File: src/logic/acc_pkg.sv
// Summary of operation
// RULE1: Selection changes wait for running conversion's end.
// RULE2: Codes 0-7 single-ended; 32 ground; 33 reference.
// RULE3: Code 34 selects temperature channel, enables sensor.
// RULE4: Codes 8 to 31 are normal differential pairs.
// RULE5: Codes 35 to 39 are offset calibration only.
// RULE6: Codes 40 to 63 are reversed differential pairs.
// RULE7: Lowest select bit picks 1x or 20x gain.
// RULE8: Top select bit swaps differential pair polarity.
// RULE9: Offset calibration ties inputs 0, 3, 7 together.
// RULE10: Each differential code maps to fixed input pair.
// RULE11: Software relaunches long conversion after differential change.
// RULE12: Software waits 1ms after selecting internal reference.
// RULE13: Enable powers converter; clearing it aborts conversion.
// RULE14: Start launches one conversion; free running continues.
// RULE15: First conversion 25 converter clocks, later 13.
// RULE16: Start reads one while busy; writing zero ignored.
// RULE17: Done flag set at end; cleared by one or vector.
// RULE18: Auto trigger starts conversion on trigger rising edge.

package acc_pkg;

	// ****************************************************************
	// Register map, word indices; byte address is four times the index.
	// ****************************************************************
	localparam logic [5:0] IDX_CSR_A     = 6'h06;
	localparam logic [5:0] IDX_CHAN      = 6'h07;
	localparam logic [5:0] IDX_TRIG      = 6'h08;
	localparam logic [5:0] IDX_IRQ_STAT  = 6'h09;
	localparam logic [5:0] IDX_IRQ_CLEAR = 6'h0a;
	localparam logic [5:0] IDX_IRQ_EN    = 6'h0b;

	localparam logic [7:0] CSR_A_RESET   = 8'h00;
	localparam logic [7:0] CHAN_RESET    = 8'h00;
	localparam logic [7:0] BYTE_RESET    = 8'h00;

	// ****************************************************************
	// Field positions.
	// ****************************************************************
	localparam int CSR_EN_BIT    = 7;
	localparam int CSR_START_BIT = 6;
	localparam int CSR_AUTO_BIT  = 5;
	localparam int CSR_DONE_BIT  = 4;
	localparam int TRIG_FREE_BIT = 0;
	localparam int IRQ_DONE_BIT  = 0;
	localparam int IRQ_ABORT_BIT = 1;
	localparam int IRQ_W         = 2;
	localparam int SEL_W         = 6;

	// ****************************************************************
	// Conversion timing: lengths in converter clock cycles, divider in mclk cycles per converter clock.
	// ****************************************************************
	localparam logic [4:0] LEN_FIRST  = 5'h19;
	localparam logic [4:0] LEN_NORMAL = 5'h0d;
	localparam int         ADC_CLK_DIV_DEFAULT = 2;

	// ****************************************************************
	// Selection codes.
	// ****************************************************************
	localparam logic [5:0] SEL_GROUND = 6'h20;
	localparam logic [5:0] SEL_VREF   = 6'h21;
	localparam logic [5:0] SEL_TEMP   = 6'h22;
	localparam logic [5:0] SEL_OFS_LO = 6'h23;
	localparam logic [5:0] SEL_OFS_HI = 6'h27;
	localparam logic [2:0] OFS_IN_A   = 3'h0;
	localparam logic [2:0] OFS_IN_B   = 3'h3;
	localparam logic [2:0] OFS_IN_C   = 3'h7;

	// Normal pairs indexed by select bits 4:1, entry {positive, negative}.
	localparam logic [15:0][5:0] DIFF_PAIR_TABLE = {
		6'h37, 6'h2e, 6'h25, 6'h1f, 6'h1e, 6'h1d, 6'h1c, 6'h13,
		6'h0b, 6'h0a, 6'h03, 6'h01, 6'h00, 6'h00, 6'h00, 6'h00
	};

	// ****************************************************************
	// Types.
	// ****************************************************************
	typedef enum logic [2:0] {
		KIND_SINGLE = 3'b000,
		KIND_GROUND = 3'b001,
		KIND_VREF   = 3'b010,
		KIND_TEMP   = 3'b011,
		KIND_DIFF   = 3'b100,
		KIND_OFFSET = 3'b101
	} acc_kind_t;

	typedef struct packed {
		acc_kind_t  kind;
		logic [2:0] pos;
		logic [2:0] neg;
		logic       gain20;
		logic       temp_sensor_en;
		logic       reversed;
	} acc_mux_t;

	typedef struct packed {
		logic power;
		logic start;
		logic busy;
		logic init;
		logic done;
	} acc_conv_t;

	typedef enum logic [0:0] {
		ST_IDLE    = 1'b0,
		ST_CONVERT = 1'b1
	} acc_state_t;

endpackage

File: src/logic/acc_mux_decode.sv
`timescale 1ns/100ps
`default_nettype none

module acc_mux_decode (
	// Clock and reset.
	input  wire logic             mclk,
	input  wire logic             reset,
	// Selection in.
	input  wire logic             load,
	input  wire logic [5:0]       channel_gain_select,
	// Decoded selection out.
	output acc_pkg::acc_mux_t     mux_q
);

	acc_pkg::acc_mux_t mux_d;
	logic [5:0]        pair;

	always_comb begin
		pair = acc_pkg::DIFF_PAIR_TABLE[channel_gain_select[4:1]];
		mux_d = '0;
		mux_d.kind = acc_pkg::KIND_SINGLE;
		if (channel_gain_select[5:3] == 3'h0) begin
			mux_d.pos = channel_gain_select[2:0]; // [RULE2]
		end else if (channel_gain_select[5] == 1'b0) begin
			mux_d.kind = acc_pkg::KIND_DIFF; // [RULE4] [RULE10]
			mux_d.pos = pair[5:3];
			mux_d.neg = pair[2:0];
			mux_d.gain20 = channel_gain_select[0]; // [RULE7]
		end else if (channel_gain_select[4:3] != 2'h0) begin
			mux_d.kind = acc_pkg::KIND_DIFF; // [RULE6] [RULE8]
			mux_d.pos = pair[2:0];
			mux_d.neg = pair[5:3];
			mux_d.gain20 = channel_gain_select[0]; // [RULE7]
			mux_d.reversed = 1'b1;
		end else begin
			case (channel_gain_select)
				acc_pkg::SEL_GROUND: begin
					mux_d.kind = acc_pkg::KIND_GROUND; // [RULE2]
				end
				acc_pkg::SEL_VREF: begin
					mux_d.kind = acc_pkg::KIND_VREF; // [RULE2]
				end
				acc_pkg::SEL_TEMP: begin
					mux_d.kind = acc_pkg::KIND_TEMP; // [RULE3]
					mux_d.temp_sensor_en = 1'b1;
				end
				default: begin
					// Only 100011 to 100111 remain; the same input drives both terminals.
					mux_d.kind = acc_pkg::KIND_OFFSET; // [RULE5] [RULE9]
					mux_d.gain20 = channel_gain_select[0];
					case (channel_gain_select[2:1])
						2'h1: mux_d.pos = acc_pkg::OFS_IN_A;
						2'h2: mux_d.pos = acc_pkg::OFS_IN_B;
						default: mux_d.pos = acc_pkg::OFS_IN_C;
					endcase
					mux_d.neg = mux_d.pos;
				end
			endcase
		end
	end

	always_ff @(posedge mclk) begin
		if (reset) begin
			mux_q <= '0;
		end else if (load) begin
			mux_q <= mux_d;
		end
	end

endmodule

`default_nettype wire

File: src/logic/acc_top.sv
`timescale 1ns/100ps
`default_nettype none

module acc_top #(
	parameter int ADC_CLK_DIV = acc_pkg::ADC_CLK_DIV_DEFAULT
) (
	// Clock and reset.
	input  wire logic             mclk,
	input  wire logic             reset,
	// Wishbone classic slave.
	input  wire logic             wb_cyc_i,
	input  wire logic             wb_stb_i,
	input  wire logic             wb_we_i,
	input  wire logic [7:0]       wb_adr_i,
	input  wire logic [3:0]       wb_sel_i,
	input  wire logic [31:0]      wb_dat_i,
	output logic [31:0]           wb_dat_o,
	output logic                  wb_ack_o,
	// Trigger and interrupt.
	input  wire logic             trigger_in,
	input  wire logic             vector_taken,
	output logic                  irq,
	// Analog multiplexer and conversion core.
	output acc_pkg::acc_mux_t     mux_sel,
	output acc_pkg::acc_conv_t    conv
);

	// ****************************************************************
	// Bus slave.
	// ****************************************************************
	logic        ack_q;
	logic [31:0] rdat_q;
	logic        access;
	logic        wr_en;
	logic [5:0]  idx;
	logic [7:0]  wdat;

	// Control registers.
	logic                         en_q;
	logic                         auto_q;
	logic                         done_q;
	logic [3:0]                   csr_low_q;
	logic [7:0]                   chan_q;
	logic                         free_run_q;
	logic [acc_pkg::IRQ_W-1:0]    stat_q;
	logic [acc_pkg::IRQ_W-1:0]    irq_en_q;

	// Conversion engine.
	acc_pkg::acc_state_t state_q;
	logic [4:0]          cnt_q;
	logic [4:0]          len_q;
	logic                first_q;
	logic [7:0]          div_q;
	logic                tick;
	logic                busy;
	logic                wr_csr;
	logic                en_next;
	logic                en_rise;
	logic                sw_start;
	logic                auto_start;
	logic                free_start;
	logic                abort;
	logic                finish;
	logic                start_go;
	logic                trig_meta_q;
	logic                trig_sync_q;
	logic                trig_prev_q;
	logic                trig_edge;
	logic                start_q;
	logic                init_q;
	logic                finish_q;
	logic                load;

	assign access = wb_cyc_i & wb_stb_i;
	assign idx    = wb_adr_i[7:2];
	assign wdat   = wb_dat_i[7:0];
	// Writes commit on the edge at which the master sees ack.
	assign wr_en  = access & wb_we_i & ack_q & wb_sel_i[0];
	assign wb_ack_o = ack_q;
	assign wb_dat_o = rdat_q;

	always_ff @(posedge mclk) begin
		if (reset) begin
			ack_q <= 1'b0;
		end else begin
			ack_q <= access & ~ack_q;
		end
	end

	// Unmapped and write-only words read as zero.
	always_ff @(posedge mclk) begin
		if (reset) begin
			rdat_q <= 32'h0000_0000;
		end else if (access & ~ack_q) begin
			rdat_q <= 32'h0000_0000;
			case (idx)
				acc_pkg::IDX_CSR_A: begin
					rdat_q[7:0] <= {en_q, busy, auto_q, done_q, csr_low_q}; // [RULE16]
				end
				acc_pkg::IDX_CHAN: begin
					rdat_q[7:0] <= chan_q;
				end
				acc_pkg::IDX_TRIG: begin
					rdat_q[acc_pkg::TRIG_FREE_BIT] <= free_run_q;
				end
				acc_pkg::IDX_IRQ_STAT: begin
					rdat_q[acc_pkg::IRQ_W-1:0] <= stat_q;
				end
				acc_pkg::IDX_IRQ_EN: begin
					rdat_q[acc_pkg::IRQ_W-1:0] <= irq_en_q;
				end
				default: begin
					rdat_q <= 32'h0000_0000;
				end
			endcase
		end
	end

	// ****************************************************************
	// Register writes.
	// ****************************************************************
	assign wr_csr = wr_en & (idx == acc_pkg::IDX_CSR_A);

	always_ff @(posedge mclk) begin
		if (reset) begin
			en_q      <= acc_pkg::CSR_A_RESET[acc_pkg::CSR_EN_BIT];
			auto_q    <= acc_pkg::CSR_A_RESET[acc_pkg::CSR_AUTO_BIT];
			csr_low_q <= acc_pkg::CSR_A_RESET[3:0];
		end else if (wr_csr) begin
			en_q      <= wdat[acc_pkg::CSR_EN_BIT]; // [RULE13]
			auto_q    <= wdat[acc_pkg::CSR_AUTO_BIT];
			csr_low_q <= wdat[3:0];
		end
	end

	// The selection register may change any time; the engine only samples it while idle or at a start.
	always_ff @(posedge mclk) begin
		if (reset) begin
			chan_q <= acc_pkg::CHAN_RESET;
		end else if (wr_en & (idx == acc_pkg::IDX_CHAN)) begin
			chan_q <= wdat;
		end
	end

	always_ff @(posedge mclk) begin
		if (reset) begin
			free_run_q <= acc_pkg::BYTE_RESET[acc_pkg::TRIG_FREE_BIT];
		end else if (wr_en & (idx == acc_pkg::IDX_TRIG)) begin
			free_run_q <= wdat[acc_pkg::TRIG_FREE_BIT];
		end
	end

	// ****************************************************************
	// Converter clock enable and trigger edge.
	// ****************************************************************
	always_ff @(posedge mclk) begin
		if (reset) begin
			div_q <= 8'h00;
		end else if (div_q == 8'(ADC_CLK_DIV - 1)) begin
			div_q <= 8'h00;
		end else begin
			div_q <= div_q + 8'h01;
		end
	end

	assign tick = (div_q == 8'(ADC_CLK_DIV - 1));

	always_ff @(posedge mclk) begin
		if (reset) begin
			trig_meta_q <= 1'b0;
			trig_sync_q <= 1'b0;
			trig_prev_q <= 1'b0;
		end else begin
			trig_meta_q <= trigger_in;
			trig_sync_q <= trig_meta_q;
			trig_prev_q <= trig_sync_q;
		end
	end

	assign trig_edge = trig_sync_q & ~trig_prev_q;

	// ****************************************************************
	// Conversion engine.
	// ****************************************************************
	assign busy       = (state_q == acc_pkg::ST_CONVERT);
	assign en_next    = wr_csr ? wdat[acc_pkg::CSR_EN_BIT] : en_q;
	assign en_rise    = en_next & ~en_q;
	assign abort      = busy & ~en_next; // [RULE13]
	assign finish     = busy & tick & (cnt_q == len_q - 5'h01) & ~abort;
	// A zero in the start bit is simply not a request.
	assign sw_start   = wr_csr & wdat[acc_pkg::CSR_START_BIT]; // [RULE14] [RULE16]
	assign auto_start = auto_q & ~free_run_q & trig_edge; // [RULE18]
	// Free running chains the next conversion onto the end of the previous one.
	assign free_start = auto_q & free_run_q & finish; // [RULE14]
	assign start_go   = en_next & (((sw_start | auto_start) & (~busy | finish)) | free_start);

	always_ff @(posedge mclk) begin
		if (reset) begin
			state_q <= acc_pkg::ST_IDLE;
		end else begin
			case (state_q)
				acc_pkg::ST_IDLE: begin
					if (start_go) begin
						state_q <= acc_pkg::ST_CONVERT;
					end
				end
				acc_pkg::ST_CONVERT: begin
					if (abort | (finish & ~start_go)) begin
						state_q <= acc_pkg::ST_IDLE;
					end
				end
				default: begin
					state_q <= acc_pkg::ST_IDLE;
				end
			endcase
		end
	end

	always_ff @(posedge mclk) begin
		if (reset) begin
			cnt_q <= 5'h00;
		end else if (start_go) begin
			cnt_q <= 5'h00;
		end else if (busy & tick) begin
			cnt_q <= cnt_q + 5'h01;
		end
	end

	// The long first conversion covers a start in the same write that enables.
	always_ff @(posedge mclk) begin
		if (reset) begin
			first_q <= 1'b0;
		end else if (start_go) begin
			first_q <= 1'b0;
		end else if (en_rise) begin
			first_q <= 1'b1;
		end
	end

	always_ff @(posedge mclk) begin
		if (reset) begin
			len_q <= acc_pkg::LEN_NORMAL;
		end else if (start_go) begin
			len_q <= (first_q | en_rise) ? acc_pkg::LEN_FIRST : acc_pkg::LEN_NORMAL; // [RULE15]
		end
	end

	// Set wins over a clear arriving in the same cycle.
	always_ff @(posedge mclk) begin
		if (reset) begin
			done_q <= acc_pkg::CSR_A_RESET[acc_pkg::CSR_DONE_BIT];
		end else if (finish) begin
			done_q <= 1'b1; // [RULE17]
		end else if ((wr_csr & wdat[acc_pkg::CSR_DONE_BIT]) | vector_taken) begin
			done_q <= 1'b0; // [RULE17]
		end
	end

	// Selection tracks the register only while idle or at a start, so it is frozen mid-conversion.
	assign load = ~busy | start_go; // [RULE1]

	acc_mux_decode u_decode (
		.mclk                (mclk),
		.reset               (reset),
		.load                (load),
		.channel_gain_select (chan_q[acc_pkg::SEL_W-1:0]),
		.mux_q               (mux_sel)
	);

	// ****************************************************************
	// Interrupt status.
	// ****************************************************************
	always_ff @(posedge mclk) begin
		if (reset) begin
			stat_q <= '0;
		end else begin
			stat_q <= (stat_q & ~((wr_en & (idx == acc_pkg::IDX_IRQ_CLEAR)) ?
				wdat[acc_pkg::IRQ_W-1:0] : '0)) | {abort, finish};
		end
	end

	always_ff @(posedge mclk) begin
		if (reset) begin
			irq_en_q <= '0;
		end else if (wr_en & (idx == acc_pkg::IDX_IRQ_EN)) begin
			irq_en_q <= wdat[acc_pkg::IRQ_W-1:0];
		end
	end

	assign irq = |(stat_q & irq_en_q);

	// ****************************************************************
	// Outputs to the conversion core.
	// ****************************************************************
	always_ff @(posedge mclk) begin
		if (reset) begin
			start_q  <= 1'b0;
			init_q   <= 1'b0;
			finish_q <= 1'b0;
		end else begin
			start_q  <= start_go;
			finish_q <= finish;
			if (start_go) begin
				init_q <= first_q | en_rise;
			end
		end
	end

	assign conv.power = en_q; // [RULE13]
	assign conv.start = start_q;
	assign conv.busy  = busy;
	assign conv.init  = init_q;
	assign conv.done  = finish_q;

endmodule

`default_nettype wire

File: config.mk
export PLATFORM = sky130hd
export DESIGN_NAME = acc_top
export DESIGN_NICKNAME = d
export VERILOG_FILES = /design/src/logic/acc_pkg.sv /design/src/logic/acc_mux_decode.sv /design/src/logic/acc_top.sv
export SDC_FILE = /design/constraint.sdc
export NUM_CORES = 1
export LEC_CHECK = 0
export BUFFER_PORTS_ARGS = -buffer_cell sky130_fd_sc_hd__clkbuf_2
export CORE_UTILIZATION = 29
export CTS_CLUSTER_DIAMETER = 60
export DETAILED_ROUTE_END_ITERATION = 8
export HOLD_SLACK_MARGIN = 0.02
export MAX_ROUTING_LAYER = met4
export PLACE_DENSITY_LB_ADDON = 0.12
export REMOVE_ABC_BUFFERS = 1
export SLEW_MARGIN = 15
export SYNTH_ARGS = -nofsm -noshare
export SYNTH_HDL_FRONTEND = slang
export SYNTH_HIERARCHICAL = 1
export SYNTH_SLANG_ARGS = --single-unit
File: constraint.sdc
create_clock -name mclk -period 7.2 [get_ports mclk]
set_input_delay 0.36 -clock mclk [delete_from_list [all_inputs] [get_ports mclk]]
set_output_delay 0.36 -clock mclk [all_outputs]
set_load 0.02 [all_outputs]
==> results.py, run 1 <==
metrics = {
    "clock_network": {
        "cts_resized": 0,
        "clk_pin_slew_worst_paths_ps": 70,
        "cts_root_buffer": "clkbuf_8",
        "cts.sinks": 63,
        "htreeDepth": 3,
        "holdBufCountCts": 0,
        "clockBufferDepth": 2,
        "cts_buffers": 9,
        "cts_tree": "yes",
        "clk_latency_ps": 340,
        "cts_setup_buffers": 0,
    },
    "critical_path": {
        "crit_path_start_kind": "input pin",
        "cp_data_required_time_ps": 7400,
        "crit_start": "wb_adr_i[5]",
        "cp.arrival_ps": 3420,
        "reg2reg_slack_ps": 4030,
        "reg2reg_from": "div_q[0]",
        "critical_path_class": "in2reg",
        "cp-endpoint": "u_decode/mux_q[8]",
        "rr_worst_depth": 11,
        "end_kind": "register",
        "crit_fanout": 15,
        "regToRegEndpoint": "u_decode/mux_q[8]",
    },
    "synth": {
        "yosys_most_used_dff": "dfxtp_1",
        "synthArstFlopShare": 0,
        "synth_seq_cells": 63,
        "seq_area_frac_synth": 0.389,
        "ys_warn_count": 6,
        "ys_types": 64,
        "avgSynthCellArea_sq_um": 8.68,
        "synthCells": 373,
        "synth_edf_count": 0,
        "synthesis.area_sq_um": 3240,
    },
    "min_path": {
        "hold_class": "in2reg",
        "holdCritStartpoint": "trigger_in",
    },
    "floorplan": {
        "die_y_um": 108,
        "die_w_um": 108,
        "std_cell_rows": 38,
        "io_pins": 102,
        "initial_core_util": 0.299,
        "core_sq_um": 10800,
        "die_area_sq_um": 11600,
    },
    "place": {
        "gp_congestion": 0.767,
        "dp.cells": 544,
        "dp_slack_ps": 3700,
        "io_buffers": 48,
        "placed_cell_area_sq_um": 3480,
        "dp_hpwl_um": 5330,
    },
    "timing": {
        "finalMaxSlewViolations": 0,
        "fin_crit_ps": 3220,
        "fin_skew_ps": 5.42,
        "tightest_slew_ps": 1090,
        "fin_crit_sh": 0.447,
        "setup_viol": 0,
        "timing.final.ws_setup_ps": 3980,
        "setup_tns_ps": 0,
        "whs_ps": 228,
        "fmax_ghz": 0.311,
        "rsz0062_at_grt": "false",
        "relSlewSlack": 0.273,
        "hold_viol_final": 0,
    },
    "drt": {
        "finalWirelength_um": 7650,
        "antenna_left": 0,
        "avgRoutedWirePerCell_um": 13.7,
        "firstDrtPassIters": 5,
        "via_per_inst": 4.78,
        "drc": 0,
        "vias": 2673,
        "drt_iter0_markers": 114,
    },
    "power": {
        "finalPower_mw": 0.721,
        "powerDensity_nw_per_um2": 196,
        "p_leak_nw": 1.41,
        "peakVddDrop_mv": 0.0651,
        "p_int_mw": 0.544,
        "switchingPower_mw": 0.177,
        "swShare": 0.245,
        "pwr-share-clk": 0.433,
        "combPwrFrac": 0.069,
        "seq_power_share": 0.498,
    },
    "grt": {
        "gr-total-overflow": 0,
        "use_met1": 0.208,
        "track_usage": 0.145,
        "grt_max_degree": 54,
        "grt_busiest_layer": "met1",
        "grt_first_pass_wirelength_um": 12400,
        "grt_pass1_vias": 2403,
        "antenna_found_initial": 0,
        "met2_usage": 0.190,
        "use_met3": 0.0278,
    },
    "layout": {
        "drive_above_1_share": 0.193,
        "final_util": 0.339,
        "num-fill-cells": 1144,
        "final-seq-area_sq_um": 1260,
        "fin_area_sq_um": 3680,
        "instances_no_fill": 559,
        "antenna_cells": 0,
        "area_growth_syn_to_layout_pct": 13.5,
        "multi_input_area_sq_um": 1730,
        "nets": 474,
    },
    "job": {
        "cap_viol_max_count": 0,
    },
    "status": {
        "outcome": "completed",
    },
}
[cell usage after synthesis, types with 5 or more instances]
library cell	n	share of area
nand2_1	28	0.032
xnor2_1	7	0.019
nand4_1	5	0.0097
xor2_1	6	0.016
nand2b_1	6	0.012
o21ai_0	6	0.0093
clkbuf_1	10	0.012
dfxtp_1	63	0.39
a22oi_1	9	0.021
nor2b_1	6	0.012
mux2i_1	6	0.019
inv_1	10	0.012
ha_1	8	0.031
nand3_1	19	0.029
and2_1	5	0.0097
a21oi_1	25	0.039
nor2_1	45	0.052
nor3_1	6	0.0093
a211oi_1	11	0.025
buf_4	29	0.067
[layer usage]
metal | vias up | share of wire | routed length, um
li1 | 1357 | - | -
met1 | 1221 | 0.55 | 4220
met2 | 83 | 0.39 | 2990
met3 | 12 | 0.041 | 312
met4 | 0 | 0.017 | 128
met5 | - | 0 | 0
[kinds of logic (layout without fill, tap and decap cells)]
family	Yosys count	in the layout	share of synthesized area
AO/OA/AOI/OAI	82	82	0.188
other	1	24	0.00116
AND/OR/NAND/NOR	141	141	0.223
adder cells (fa/ha/maj)	9	9	0.0340
multiplexers	8	8	0.0255
flip-flops	63	63	0.389
XOR/XNOR	13	13	0.0351
buffers and inverters	56	79	0.104
[power groups by stage]
stage,Sequential [mW],Clock (mW),Combinational (mW)
2_1_floorplan,0.369,0,0.0255
3_3_place_gp,0.367,0,0.0501
3_5_place_dp,0.367,0,0.0498
4_1_cts,0.359,0.323,0.0501
5_1_grt,0.359,0.341,0.0558
6_report,0.359,0.312,0.0497
[how the worst min path moves through the flow]
stage	end	slack, ps	cells after the start
floorplan	trig_sync_q	410	1
finish	trig_meta_q	230	2
detailed placement	trig_sync_q	450	1
global placement	trig_sync_q	440	1
global route	trig_meta_q	250	2
CTS	trig_meta_q	220	2
[state kept, by name, indices dropped and copies added, names as in the netlist, 2 cells and up]
register        cells
cnt_q               5
len_q               2
chan_q              8
irq_en_q            2
csr_low_q           4
div_q               8
wb_dat_o            8
stat_q              2
u_decode/mux_q     12
[critical path: stages]
cell,delay (ps)
clkbuf_2,90
or4b_4,560
or4_4,680
mux2_2,300
nand2b_1,170
o21ai_1,200
buf_4,230
nand2b_1,130
maj3_1,370
a2bb2oi_1,240
nor3_1,70
[placed cells by master (no fill, tap or decap), types with 3 or more instances in the layout]
master and n:
dfxtp_1 63, clkbuf_2 48, nor2_1 45, nand2_1 28
a21oi_1 25, conb_1 24, nand3_1 19, a211oi_1 11
clkbuf_8 11, inv_1 10, a22oi_1 9, ha_1 8
xnor2_1 7, nand2b_1 6, nor2b_1 6, mux2i_1 6
nor3_1 6, xor2_1 6, nand4_1 5, and2_1 5
o21ai_0 5, nor4b_1 4, buf_4 4, o21ai_1 3
nor3b_1 3
[final cells by class]
type                            instances  share of cell area
Clock buffer                           12              0.0422
Clock inverter                          3              0.0116
Inverter                               12              0.0122
Multi-Input combinational cell        277               0.470
Sequential cell                        63               0.343
Tap cell                              140              0.0476
Timing Repair Buffer                   52              0.0735
No activity file was read; power rests on OpenSTA's default activity.
==> run 2, diff against run 1 <==
- ABC_AREA: not set -> 1
- clock period: 7.2 -> 2.8 ns (I/O delays scaled with it)
==> results.py, run 2 <==
metrics = {
    "status": {
        "outcome": "completed",
    },
    "critical_path": {
        "reg2reg_from": "div_q[0]",
        "reg2reg_slack_ps": 390,
        "end_kind": "register",
        "crit_fanout": 8,
        "rr_worst_depth": 15,
        "crit_path_start_kind": "register",
        "cp.arrival_ps": 2670,
        "critical_path_class": "reg2reg",
        "cp_data_required_time_ps": 3060,
        "regToRegEndpoint": "u_decode/mux_q[3]",
    },
    "synth": {
        "synth_top_area_cell": "dfxtp_1",
        "yosys.cell_count.top_type": "nand2_1",
        "yosys-top-cells-area": "dfxtp_1, nand2_1, inv_1",
        "netlist.area_leader.share": 0.375,
        "ys_top_cells_by_count": "nand2_1, dfxtp_1, inv_1",
        "synth_edf_count": 0,
        "synth_seq_cells": 63,
        "seq_area_frac_synth": 0.375,
        "synthArstFlopShare": 0,
        "avgSynthCellArea_sq_um": 7.28,
        "ys_warn_count": 6,
        "synthesis.area_sq_um": 3360,
        "ys_types": 39,
        "yosys_most_used_dff": "dfxtp_1",
        "synthCells": 462,
    },
    "clock_network": {
        "htreeDepth": 3,
        "cts_tree": "yes",
        "cts_buffers": 9,
        "cts.sinks": 63,
        "clk_pin_slew_worst_paths_ps": 50,
        "cts_setup_buffers": 0,
        "cts_root_buffer": "clkbuf_16",
        "clk_latency_ps": 330,
        "clockBufferDepth": 2,
    },
    "timing": {
        "hold_viol_final": 0,
        "fin_crit_sh": 0.862,
        "setup_viol": 0,
        "tightest_slew_ps": 501,
        "setup_tns_ps": 0,
        "fmax_ghz": 0.414,
        "fin_skew_ps": 7.51,
        "finalMaxSlewViolations": 0,
        "relSlewSlack": 0.666,
        "timing.final.ws_setup_ps": 387,
        "fin_crit_ps": 2410,
        "rsz0062_at_grt": "false",
    },
    "floorplan": {
        "initial_core_util": 0.303,
        "core_sq_um": 11100,
        "die_area_sq_um": 12000,
        "die_y_um": 110,
        "std_cell_rows": 38,
        "io_pins": 102,
        "die_w_um": 110,
    },
    "min_path": {
        "holdCritStartpoint": "wb_dat_i[2]",
        "hold_class": "in2reg",
        "hold_depth": 3,
        "min_to": "chan_q[2]",
    },
    "layout": {
        "drive_above_1_share": 0.224,
        "fin_area_sq_um": 3970,
        "nets": 573,
        "largest_register_ffs": 12,
        "antenna_cells": 0,
        "final_cell_mix": "nand2_1, dfxtp_1, inv_1, nor2_1, clkbuf_2",
        "final_common_cell": "nand2_1",
        "largest_register": "u_decode/mux_q",
        "area_growth_syn_to_layout_pct": 18.2,
    },
    "place": {
        "dp_hpwl_um": 5720,
        "io_buffers": 48,
        "gp_congestion": 0.787,
        "dp_slack_ps": 337,
        "placed_cell_area_sq_um": 3650,
    },
    "grt": {
        "grt_first_pass_wirelength_um": 12800,
        "track_usage": 0.146,
        "antenna_found_initial": 0,
        "gr-total-overflow": 0,
        "grt_pass1_vias": 2581,
        "grt_max_degree": 20,
    },
    "power": {
        "peakVddDrop_mv": 0.386,
        "p_leak_nw": 1.83,
        "finalPower_mw": 2.26,
        "powerDensity_nw_per_um2": 568,
    },
    "drt": {
        "avgRoutedWirePerCell_um": 11.7,
        "firstDrtPassIters": 4,
        "vias": 2906,
        "drc": 0,
        "finalWirelength_um": 7730,
        "drt_iter0_markers": 132,
        "antenna_left": 0,
        "via_per_inst": 4.42,
    },
    "job": {
        "cap_viol_max_count": 0,
    },
}
-- run 2: changes by cell type after synthesis, sizes merged, moves of 8 or more --
cell,previous run,this run
nor2,45,61
a21oi,26,36
a211oi,11,1
a22oi,9,1
inv,12,71
nand2,28,91
o21ai,8,42
-- run 2: worst max-delay path, cell delays in order (launching register included) --
cell and delay, ps:
dfxtp_1 410, ha_1 170, nand2_1 50, nor2_1 120
nand3_1 170, nor2_2 190, nand3_2 170, nand2_2 110
nand2_2 70, nand2_4 90, nand2_4 70, nand2_1 100
inv_2 90, nor3_1 290, a22oi_1 100, a21oi_1 160
-- run 2: final cells by class --
class / count / area (sq um)
Tap cell: 140 / 175
Timing Repair Buffer: 55 / 295
Clock buffer: 11 / 243
Fill cell: 1225 / 7110
Sequential cell: 63 / 1260
Clock inverter: 4 / 70.1
Inverter: 71 / 267
Multi-Input combinational cell: 314 / 1660
-- run 2: repair_timing --
action	in CTS	in global routing
hold buffers	1	0
resized for setup	0	0
endpoints found under the hold margin	1	0
-- run 2: cells by family after synthesis --
kind of cell	after synthesis	synth area share
simple gates	186	0.273
buf+inv	108	0.156
compound gates	91	0.152
flops	63	0.375
fa+ha+maj	8	0.0298
xor+xnor	5	0.0130
other cells	1	0.00112
-- run 2: metrics by stage --
step           cells   util  hold slack, ps
6_report         658  0.359            47.7
5_1_grt          658  0.359            59.5
2_1_floorplan    448      -             202
3_3_place_gp     642  0.329             352
4_1_cts          658  0.359            39.3
3_5_place_dp     642  0.329             343
-- run 2: how the worst max path moves through the flow --
stage,slack (ps),depth (start not counted),start,end
CTS,320,15,div_q[0],u_decode/mux_q[3]
finish,390,15,div_q[0],u_decode/mux_q[3]
floorplan,480,14,wb_ack_o,u_decode/mux_q[3]
global placement,350,15,div_q[0],u_decode/mux_q[4]
detailed placement,340,15,div_q[0],u_decode/mux_q[3]
global route,70,15,div_q[0],u_decode/mux_q[3]
-- run 2: where the power goes --
group / switching (mW) / internal [mW]
clock network: 0.397 / 0.795
registers: 0.0118 / 0.912
logic: 0.100 / 0.0419
total: 0.509 / 1.75
-- run 2: layer usage --
| layer | part of all wire | up-vias | global-route usage |
|---|---|---|---|
| li1 | - | 1525 | - |
| met1 | 0.49 | 1320 | 0.181 |
| met4 | 0.011 | 0 | 0.0371 |
| met2 | 0.45 | 55 | 0.226 |
| met5 | 0 | - | - |
| met3 | 0.046 | 6 | 0.0522 |
